### src/inc/nvm_pkg.sv
// ****************************************************************
// Shared constants for the nonvolatile array controller.
// ****************************************************************
package nvm_pkg;
    // Bus widths and array geometry.
    localparam int AW = 16;
    localparam int DW = 32;
    localparam int ARRAY_BYTES = 256;
    localparam int BLOCK_BYTES = 128;
    localparam int IDX_W = 8;
    localparam int ADDR_LSB = 2;

    // Register byte addresses; each array byte takes one word.
    localparam logic [15:0] CTRL_ADDR = 16'h001C;
    localparam logic [15:0] OPT_ADDR = 16'h0020;
    localparam logic [15:0] CPU_ARRAY_BASE = 16'h0400;
    localparam logic [15:0] CPU_ARRAY_LAST = 16'h04FF;
    localparam logic [15:0] ARRAY_ADDR = CPU_ARRAY_BASE << ADDR_LSB;
    localparam logic [15:0] ARRAY_END = (CPU_ARRAY_LAST + 16'h0001) << ADDR_LSB;

    // Control register field positions and reset value.
    localparam int PGM_BIT = 0;
    localparam int LAT_BIT = 1;
    localparam int ER_LSB = 2;
    localparam int OSC_BIT = 4;
    localparam int CTRL_USED = 5;
    localparam logic [7:0] CTRL_RESET = 8'h00;

    // Options register field position.
    localparam int PRT_BIT = 0;

    // Erased byte value and bus responses.
    localparam logic [7:0] ERASED = 8'hFF;
    localparam logic [1:0] RESP_OKAY = 2'h0;
    localparam logic [1:0] RESP_SLVERR = 2'h2;

    // Erase select field in its bit order.
    typedef enum logic [1:0] {ER_NONE, ER_BYTE, ER_BLOCK, ER_BULK} erase_e;

    // Address regions seen on the register bus.
    typedef enum logic [1:0] {REG_CTRL, REG_OPT, REG_ARRAY, REG_NONE} region_e;

    // Decodes a bus byte address into its region.
    function automatic region_e decode(input logic [AW-1:0] a);
        if (a[AW-1:ADDR_LSB] == CTRL_ADDR[AW-1:ADDR_LSB]) return REG_CTRL;
        if (a[AW-1:ADDR_LSB] == OPT_ADDR[AW-1:ADDR_LSB]) return REG_OPT;
        if (a >= ARRAY_ADDR && a < ARRAY_END) return REG_ARRAY;
        return REG_NONE;
    endfunction

    // Picks the array byte index out of a bus address.
    function automatic logic [IDX_W-1:0] arr_idx(input logic [AW-1:0] a);
        return a[ADDR_LSB +: IDX_W];
    endfunction
endpackage

### src/inc/nvm_cell_if.sv
`timescale 1ns/1ps
// ****************************************************************
// Link between the controller and the cell storage.
// ****************************************************************
interface nvm_cell_if (
    input wire logic aclk,
    input wire logic aresetn
);
    logic go;
    logic [1:0] blk_mask;
    logic byte_hit;
    logic byte_erase;
    logic [nvm_pkg::IDX_W-1:0] idx;
    logic [7:0] data;
    logic [nvm_pkg::IDX_W-1:0] rd_idx;
    logic [7:0] rd_data;
    logic opt_wr;
    logic opt_val;
    logic opt_cell;
    modport ctrl (input aclk, aresetn, rd_data, opt_cell,
                  output go, blk_mask, byte_hit, byte_erase, idx, data, rd_idx,
                  opt_wr, opt_val);
    modport cells (input aclk, aresetn, go, blk_mask, byte_hit, byte_erase, idx,
                   data, rd_idx, opt_wr, opt_val,
                   output rd_data, opt_cell);
endinterface

### src/hw/nvm_cells.sv
`timescale 1ns/1ps
// ****************************************************************
// Nonvolatile cells: the byte array and the protect option cell.
// ****************************************************************
module nvm_cells #(
    parameter int BYTES = nvm_pkg::ARRAY_BYTES
) (
    nvm_cell_if.cells bus
);
    // Cells keep their value across reset; they start erased.
    logic [7:0] mem_r [BYTES] = '{default: nvm_pkg::ERASED};
    logic opt_cell_r = 1'b1;

    // Erase sets whole blocks or one byte to ones; program only clears bits.
    always_ff @(posedge bus.aclk) begin
        for (int i = 0; i < BYTES; i++) begin
            if (bus.go && bus.blk_mask[i / nvm_pkg::BLOCK_BYTES]) begin
                mem_r[i] <= nvm_pkg::ERASED;
            end else if (bus.go && bus.byte_hit && bus.idx == nvm_pkg::IDX_W'(i)) begin
                mem_r[i] <= bus.byte_erase ? nvm_pkg::ERASED : (mem_r[i] & bus.data);
            end
        end
        if (bus.opt_wr) begin
            opt_cell_r <= bus.opt_val;
        end
    end

    // Read port and option cell towards the controller.
    assign bus.rd_data = mem_r[bus.rd_idx];
    assign bus.opt_cell = opt_cell_r;
endmodule // nvm_cells

### src/hw/eeprom_program_erase_control.sv
`timescale 1ns/1ps
// Function
// - 256-byte array at 0400-04FF, byte programming under register control.
// - Erased byte reads FF; programmed bits read zero.
// - Oscillator select bit picks RC clock; reset clears it.
// - Erase field 00 none, 01 byte, 10 block, 11 bulk; reset clears.
// - Block erase clears the 128-byte block holding latched address.
// - Bulk erase clears all 256 bytes with protect one, block one only with protect zero; refused if latched index low two bits are 00; byte erase clears one.
// - Latch enable zero forces erase field and power bit to zero.
// - Array write with latch on and power off captures address and data.
// - Power bit sets only with latch on; it gates pump power.
// - Option cells copy into working latch at reset; cells untouched.
// - Protect bit zero blocks program and erase of block two.
// - Protect zero written only with latch on; latch holds until reset.
// - Array reads FF with latch on, stored data otherwise.
// - During programming every array read returns FF.
// - Second program needs latch cleared and set again, else ignored.
module eeprom_program_erase_control (
    input wire logic aclk,
    input wire logic aresetn,
    input wire logic [nvm_pkg::AW-1:0] s_axi_awaddr,
    input wire logic s_axi_awvalid,
    output logic s_axi_awready,
    input wire logic [nvm_pkg::DW-1:0] s_axi_wdata,
    input wire logic [nvm_pkg::DW/8-1:0] s_axi_wstrb,
    input wire logic s_axi_wvalid,
    output logic s_axi_wready,
    output logic [1:0] s_axi_bresp,
    output logic s_axi_bvalid,
    input wire logic s_axi_bready,
    input wire logic [nvm_pkg::AW-1:0] s_axi_araddr,
    input wire logic s_axi_arvalid,
    output logic s_axi_arready,
    output logic [nvm_pkg::DW-1:0] s_axi_rdata,
    output logic [1:0] s_axi_rresp,
    output logic s_axi_rvalid,
    input wire logic s_axi_rready,
    output logic pump_on,
    output logic rc_clock_select
);
    // ****************************************************************
    // State
    // ****************************************************************
    logic aw_have_r, w_have_r, awready_r, wready_r, bvalid_r;
    logic [nvm_pkg::AW-1:0] aw_addr_r;
    logic [7:0] w_byte_r;
    logic w_lane_r;
    logic [1:0] bresp_r;
    logic arready_r, rvalid_r;
    logic [nvm_pkg::DW-1:0] rdata_r;
    logic [1:0] rresp_r;
    logic osc_r, lat_r, pgm_r;
    nvm_pkg::erase_e er_r;
    logic armed_r, cap_valid_r;
    logic [nvm_pkg::IDX_W-1:0] cap_idx_r;
    logic [7:0] cap_data_r;
    logic prot_r, load_r;
    logic go_r, byte_hit_r, byte_erase_r, opt_wr_r, opt_val_r;
    logic [1:0] blk_mask_r;

    nvm_cell_if cell_bus (.aclk(aclk), .aresetn(aresetn));

    // Storage for the array bytes and the protect option cell.
    nvm_cells #(.BYTES(nvm_pkg::ARRAY_BYTES)) u_cells (.bus(cell_bus));

    // ****************************************************************
    // Write channel handshake
    // ****************************************************************
    wire aw_take = s_axi_awvalid && awready_r;
    wire w_take = s_axi_wvalid && wready_r;
    wire do_wr = aw_have_r && w_have_r && !bvalid_r;
    wire aw_have_nxt = (aw_have_r && !do_wr) || aw_take;
    wire w_have_nxt = (w_have_r && !do_wr) || w_take;
    wire bvalid_nxt = do_wr || (bvalid_r && !s_axi_bready);

    // Decode of the held write; only the low byte lane carries data.
    nvm_pkg::region_e wr_region;
    assign wr_region = nvm_pkg::decode(aw_addr_r);
    wire wr_en = do_wr && w_lane_r;
    wire ctrl_wr = wr_en && wr_region == nvm_pkg::REG_CTRL;
    wire opt_wr = wr_en && wr_region == nvm_pkg::REG_OPT;
    wire arr_wr = wr_en && wr_region == nvm_pkg::REG_ARRAY;
    wire [nvm_pkg::IDX_W-1:0] wr_idx = nvm_pkg::arr_idx(aw_addr_r);
    wire [1:0] bresp_nxt = (wr_region == nvm_pkg::REG_NONE) ? nvm_pkg::RESP_SLVERR
                                                            : nvm_pkg::RESP_OKAY;

    // Address and data are held until both are in, then answered.
    always_ff @(posedge aclk) begin
        if (!aresetn) begin
            aw_have_r <= 1'b0;
            w_have_r <= 1'b0;
            awready_r <= 1'b0;
            wready_r <= 1'b0;
            bvalid_r <= 1'b0;
            bresp_r <= nvm_pkg::RESP_OKAY;
        end else begin
            aw_have_r <= aw_have_nxt;
            w_have_r <= w_have_nxt;
            awready_r <= !aw_have_nxt && !bvalid_nxt;
            wready_r <= !w_have_nxt && !bvalid_nxt;
            bvalid_r <= bvalid_nxt;
            if (do_wr) begin
                bresp_r <= bresp_nxt;
            end
        end
    end

    // Payload capture of the write channels.
    always_ff @(posedge aclk) begin
        if (aw_take) begin
            aw_addr_r <= s_axi_awaddr;
        end
        if (w_take) begin
            w_byte_r <= s_axi_wdata[7:0];
            w_lane_r <= s_axi_wstrb[0];
        end
    end

    // ****************************************************************
    // Control register next values
    // ****************************************************************
    // Clearing the latch drops the erase field and the power bit.
    wire wlat = w_byte_r[nvm_pkg::LAT_BIT];
    wire lat_nxt = ctrl_wr ? wlat : lat_r;
    wire osc_nxt = ctrl_wr ? w_byte_r[nvm_pkg::OSC_BIT] : osc_r;
    nvm_pkg::erase_e er_nxt;
    assign er_nxt = !ctrl_wr ? er_r :
                    wlat ? nvm_pkg::erase_e'(w_byte_r[nvm_pkg::ER_LSB +: 2])
                         : nvm_pkg::ER_NONE;
    wire pgm_nxt = ctrl_wr ? (wlat && lat_r && w_byte_r[nvm_pkg::PGM_BIT])
                           : pgm_r;
    wire pgm_rise = pgm_nxt && !pgm_r;
    wire lat_rise = lat_nxt && !lat_r;

    // One operation per latch session; a fresh latch rise re-arms it.
    wire armed_nxt = !lat_nxt ? 1'b0 : lat_rise ? 1'b1 : pgm_rise ? 1'b0 : armed_r;

    // Array writes are captured only while power is off.
    wire capture = arr_wr && lat_r && !pgm_r;
    wire cap_valid_nxt = !lat_nxt ? 1'b0 : (capture || cap_valid_r);
    wire commit = pgm_rise && armed_r && cap_valid_r;

    // ****************************************************************
    // Operation decode at the power-on edge
    // ****************************************************************
    // Byte and block operations on block two are refused unless the protect latch is one.
    wire cap_blk_two = cap_idx_r[nvm_pkg::IDX_W-1];
    wire blk_ok = !cap_blk_two || prot_r;
    wire bulk_addr_ok = |cap_idx_r[1:0];
    wire op_byte = er_nxt == nvm_pkg::ER_NONE || er_nxt == nvm_pkg::ER_BYTE;
    wire op_block = er_nxt == nvm_pkg::ER_BLOCK;
    wire op_bulk = er_nxt == nvm_pkg::ER_BULK;
    wire op_ok = op_bulk ? bulk_addr_ok : blk_ok;
    wire [1:0] block_one_hot = cap_blk_two ? 2'b10 : 2'b01;
    wire [1:0] bulk_mask = {prot_r, 1'b1};
    wire [1:0] blk_mask_nxt = op_block ? block_one_hot : op_bulk ? bulk_mask : 2'b00;

    // Control, capture and operation registers.
    always_ff @(posedge aclk) begin
        if (!aresetn) begin
            osc_r <= nvm_pkg::CTRL_RESET[nvm_pkg::OSC_BIT];
            er_r <= nvm_pkg::ER_NONE;
            lat_r <= nvm_pkg::CTRL_RESET[nvm_pkg::LAT_BIT];
            pgm_r <= nvm_pkg::CTRL_RESET[nvm_pkg::PGM_BIT];
            armed_r <= 1'b0;
            cap_valid_r <= 1'b0;
            go_r <= 1'b0;
        end else begin
            osc_r <= osc_nxt;
            er_r <= er_nxt;
            lat_r <= lat_nxt;
            pgm_r <= pgm_nxt;
            armed_r <= armed_nxt;
            cap_valid_r <= cap_valid_nxt;
            go_r <= commit && op_ok;
        end
    end

    // Captured target and the operation shape sent to the cells.
    always_ff @(posedge aclk) begin
        if (capture) begin
            cap_idx_r <= wr_idx;
            cap_data_r <= w_byte_r;
        end
        blk_mask_r <= blk_mask_nxt;
        byte_hit_r <= op_byte;
        byte_erase_r <= er_nxt == nvm_pkg::ER_BYTE;
    end

    // ****************************************************************
    // Protect option
    // ****************************************************************
    // The cell is written only with the latch on; the working copy is
    // loaded from the cell once, right after reset release.
    always_ff @(posedge aclk) begin
        if (!aresetn) begin
            prot_r <= 1'b0;
            load_r <= 1'b1;
            opt_wr_r <= 1'b0;
            opt_val_r <= 1'b1;
        end else begin
            load_r <= 1'b0;
            if (load_r) begin
                prot_r <= cell_bus.opt_cell;
            end
            opt_wr_r <= opt_wr && lat_r;
            opt_val_r <= w_byte_r[nvm_pkg::PRT_BIT];
        end
    end

    // Cell link wiring.
    assign cell_bus.go = go_r;
    assign cell_bus.blk_mask = blk_mask_r;
    assign cell_bus.byte_hit = byte_hit_r;
    assign cell_bus.byte_erase = byte_erase_r;
    assign cell_bus.idx = cap_idx_r;
    assign cell_bus.data = cap_data_r;
    assign cell_bus.opt_wr = opt_wr_r;
    assign cell_bus.opt_val = opt_val_r;
    assign cell_bus.rd_idx = nvm_pkg::arr_idx(s_axi_araddr);

    // ****************************************************************
    // Read channel
    // ****************************************************************
    wire ar_take = s_axi_arvalid && arready_r;
    wire rvalid_nxt = ar_take || (rvalid_r && !s_axi_rready);
    nvm_pkg::region_e rd_region;
    assign rd_region = nvm_pkg::decode(s_axi_araddr);

    // Read data per region; the array hides behind FF while latched.
    wire [7:0] ctrl_rd = {{(8 - nvm_pkg::CTRL_USED){1'b0}}, osc_r, er_r, lat_r, pgm_r};
    wire [7:0] arr_rd = lat_r ? nvm_pkg::ERASED : cell_bus.rd_data;
    wire [7:0] rd_byte = rd_region == nvm_pkg::REG_CTRL ? ctrl_rd :
                         rd_region == nvm_pkg::REG_OPT ? {7'h00, prot_r} :
                         rd_region == nvm_pkg::REG_ARRAY ? arr_rd : 8'h00;
    wire [1:0] rresp_nxt = (rd_region == nvm_pkg::REG_NONE) ? nvm_pkg::RESP_SLVERR
                                                           : nvm_pkg::RESP_OKAY;

    // Read answer registers.
    always_ff @(posedge aclk) begin
        if (!aresetn) begin
            arready_r <= 1'b0;
            rvalid_r <= 1'b0;
            rdata_r <= '0;
            rresp_r <= nvm_pkg::RESP_OKAY;
        end else begin
            arready_r <= !rvalid_nxt;
            rvalid_r <= rvalid_nxt;
            if (ar_take) begin
                rdata_r <= {{(nvm_pkg::DW - 8){1'b0}}, rd_byte};
                rresp_r <= rresp_nxt;
            end
        end
    end

    // ****************************************************************
    // Outputs
    // ****************************************************************
    assign s_axi_awready = awready_r;
    assign s_axi_wready = wready_r;
    assign s_axi_bvalid = bvalid_r;
    assign s_axi_bresp = bresp_r;
    assign s_axi_arready = arready_r;
    assign s_axi_rvalid = rvalid_r;
    assign s_axi_rdata = rdata_r;
    assign s_axi_rresp = rresp_r;
    assign pump_on = pgm_r;
    assign rc_clock_select = osc_r;
endmodule // eeprom_program_erase_control

### config.mk
export PLATFORM = sky130hd
export DESIGN_NAME = eeprom_program_erase_control
export DESIGN_NICKNAME = d
export VERILOG_FILES = /design/src/inc/nvm_pkg.sv /design/src/inc/nvm_cell_if.sv /design/src/hw/nvm_cells.sv /design/src/hw/eeprom_program_erase_control.sv
export SDC_FILE = /design/constraint.sdc
export NUM_CORES = 2
export LEC_CHECK = 0
export BUFFER_PORTS_ARGS = -buffer_cell sky130_fd_sc_hd__clkbuf_2
export CAP_MARGIN = 20
export CORE_MARGIN = 5
export CORE_UTILIZATION = 52
export DETAILED_ROUTE_END_ITERATION = 8
export GPL_ROUTABILITY_DRIVEN = 0
export PLACE_DENSITY = 0.68
export SKIP_LAST_GASP = 1
export SLEW_MARGIN = 40
export SYNTH_ARGS = -nofsm -noshare
export SYNTH_HDL_FRONTEND = slang
export SYNTH_SLANG_ARGS = --single-unit
### constraint.sdc
create_clock -name aclk -period 4 [get_ports aclk]
set_clock_uncertainty 0.2 [all_clocks]
set_input_delay 0.8 -clock aclk [delete_from_list [all_inputs] [get_ports aclk]]
set_output_delay 0.8 -clock aclk [all_outputs]
set_load 0.005 [all_outputs]
==> results.json <==
{
  "netlist_area_um2": 101000,
  "ys_ff_latch": 2121,
  "core_area_um2": 192000,
  "fin_crit_ns": 3.67,
  "dp_cells": 9955,
  "wl_per_cell_um": 30.5,
  "clock_latency_ns": 0.88,
  "grt_max_degree": 149,
  "drt_iter0_markers": 11090,
  "grt_pass1_vias": 67260,
  "power_density_nw_per_um2": 398,
  "holdWs_ns": 0.0914,
  "finalCritPeriodShare": 0.919,
  "dr.pass1.iters": 6,
  "syn2layout_area_growth_pct": 13.9,
  "path_delay_family": "simple AND/OR/NAND/NOR gates",
  "chipHeight_um": 450,
  "critPathMaxFanout": 16,
  "finalNetCount": 7745,
  "synth-seq-area-share": 0.630,
  "final_hold_viol_count": 0,
  "min_path_type": "input port to register",
  "pin_count": 118,
  "clk_pin_slew_worst_paths_ns": 0.06,
  "worstSetupPathType": "register to register",
  "antenna_found_initial": 22,
  "status": "complete, no violations",
  "tightest_slew_ns": 0.977,
  "synth_flop_cell": "edfxtp_1",
  "overflow": 0,
  "max_freq_ghz": 0.272,
  "crit_required_ns": 4.38,
  "fp.dieW_um": 450,
  "post-route-util": 0.595,
  "finalSetupViolCount": 0,
  "yosysWarnings": 0,
  "track_usage": 0.309,
  "cts_tree": "done",
  "crit_path_top_delay_cell": "edfxtp_1",
  "drive_above_1_share": 0.191,
  "start_kind": "register",
  "start_util": 0.523,
  "num_vias": 70525,
  "end_kind": "register",
  "arrival_ns": 4.05,
  "drtAntennaViolNets": 0,
  "place_hpwl_um": 209000,
  "synth_edf_count": 2088,
  "cts_htree_levels": 4,
  "maxCapViolations": 0,
  "path_buf_inv": 1,
  "ys_async_sr_fraction": 0,
  "drv_slew": 0,
  "grt_setup_unrepaired": "false",
  "leakage_nw": 42.5,
  "io_buffer_count": 60,
  "cp_cell_sequence": "nand4_1 > or2_2 > buf_4 > nor2_1 > nand2_1",
  "cts_num_sinks": 2121,
  "via_per_inst": 6.75,
  "rows": 161,
  "wl_um": 319000,
  "die_area_um2": 202000,
  "clock_path_buffers": 3,
  "instances_no_fill": 10445,
  "synthesis.instances": 7279,
  "fillers": 14670,
  "cts_buffers": 214,
  "postSynthAreaPerCell_um2": 13.8,
  "slew_headroom": 0.349,
  "grt_pass1_wl_um": 462000,
  "synth_cell_type_count": 77,
  "post-cts-setup-buffers": 0,
  "critical-path-max-stage-delay_ns": 0.78,
  "ctsRootBufferMaster": "clkbuf_16",
  "ir_worst_vdd_mv": 0.408,
  "drcViolationCount": 0
}
==> placed cells by master (no fill, tap or decap), drive strengths merged, types with 5 or more instances in the layout <==
cell	Yosys	final
nand4	20	20
diode	0	68
nand2b	24	24
dfxtp	33	33
mux4	505	505
o21ai	279	279
o22ai	30	30
a211oi	19	19
a2111oi	7	7
clkinv	0	95
nor3	28	28
bufinv	0	22
nand2	1700	1700
mux2	7	7
o41ai	6	6
a221oi	5	5
inv	7	17
o211ai	5	5
clkbuf	383	320
and3	11	11
a21o	1320	1320
conb	1	26
buf	173	627
mux2i	84	84
a22oi	125	125
edfxtp	2088	2088
a22o	8	8
nor2b	20	20
nor4	11	11
nand3	52	52
a31oi	15	15
clkinvlp	0	6
dlygate4sd3	0	23
o221ai	8	8
or2	5	5
and2	13	13
nor2	170	170
a21oi	62	62
==> path summary, 6_finish.rpt <==
check	startpoint	endpoint	slack [ns]	cells past startpoint
worst max-delay path	cap_idx_r[3]	u_cells.mem_r[255][1]	0.33	5
worst min-delay path	s_axi_wdata[3]	w_byte_r[3]	0.09	1
worst max register to register	cap_idx_r[3]	u_cells.mem_r[255][1]	0.33	5
worst min register to register	cell_bus.opt_val	u_cells.bus.opt_cell	0.22	0
==> worst reg2reg max path, delay by kind of cell (launching register included) <==
kind / cells / cell delay, ns
flops: 1 / 0.78
simple gates: 4 / 1.96
buf+inv: 1 / 0.46
==> where the power goes <==
| group | total [mW] | internal (mW) | switching, mW |
|---|---|---|---|
| Sequential | 24.1 | 24.0 | 0.0224 |
| Combinational | 1.28 | 0.488 | 0.787 |
| Clock | 20.2 | 11.4 | 8.83 |
==> cell usage after synthesis, drive strengths merged (19+ instances only) <==
library cell  count  area, um^2
dfxtp            33         661
buf             173        1350
edfxtp         2088       62700
nor3             28         140
mux4            505       11500
mux2i            84         841
nand2b           24         150
nor2b            20         125
o21ai           279        1400
nand3            52         260
clkbuf          383        1440
a21o           1320        9910
o22ai            30         188
a22oi           125         938
nand2          1700        6380
a21oi            62         310
nor2            170         638
a211oi           19         148
nand4            20         125
==> final cells by class <==
type | count | area, um^2 | area share
flip-flops and latches | 2121 | 63400 | 0.553
diodes | 68 | 170 | 0.00149
inverters | 7 | 26.3 | 0.000229
clock inverters | 133 | 1340 | 0.0117
clock buffers | 264 | 5620 | 0.0490
repair buffers | 706 | 6260 | 0.0546
multi-input cells | 4620 | 34600 | 0.302
well taps | 2526 | 3160 | 0.0276
==> sequential cells by signal, summed over array words and instances, names as in the netlist, 2 cells and up <==
name / count
w_byte_r: 8
aw_addr_r: 14
cap_data_r: 8
cap_idx_r: 8
s_axi_rdata: 8
blk_mask_r: 2
er_r: 2
u_cells.mem_r: 2048
==> timing repair <==
action,CTS,global route
hold buffers,23,0
endpoints found under the hold margin,23,0
resized for setup,0,0
==> metal layers <==
metal | GRT usage | up-vias | wire, um | share of wire
li1 | - | 28739 | - | -
met4 | 0.167 | 12 | 18600 | 0.058
met3 | 0.0898 | 918 | 39800 | 0.12
met1 | 0.412 | 35668 | 118000 | 0.37
met2 | 0.459 | 5188 | 143000 | 0.45
met5 | 0.00213 | - | 136 | 0.00043
==> through the flow <==
step	power (mW)	setup slack (ns)	TNS [ns]	cell area (um^2)
finish	45.6	0.325	0	115000
detailed placement	25.8	-0.117	-0.198	107000
global placement	25.8	-0.132	-0.253	107000
global route	46.6	0.337	0	114000
CTS	45.7	0.421	0	114000
floorplan	25.2	0.699	0	101000
==> kinds of logic (layout without fill, tap and decap cells) <==
group,count (synthesis),after routing,share of synthesized area
AOI/OAI and AO/OA,1925,1925,0.136
buffers and inverters,563,1110,0.0280
DFF,2121,2121,0.630
muxes,596,596,0.124
other,1,94,0.0000373
and+or+nand+nor,2073,2073,0.0819
Note: power is estimated with default switching activity, not from simulation.
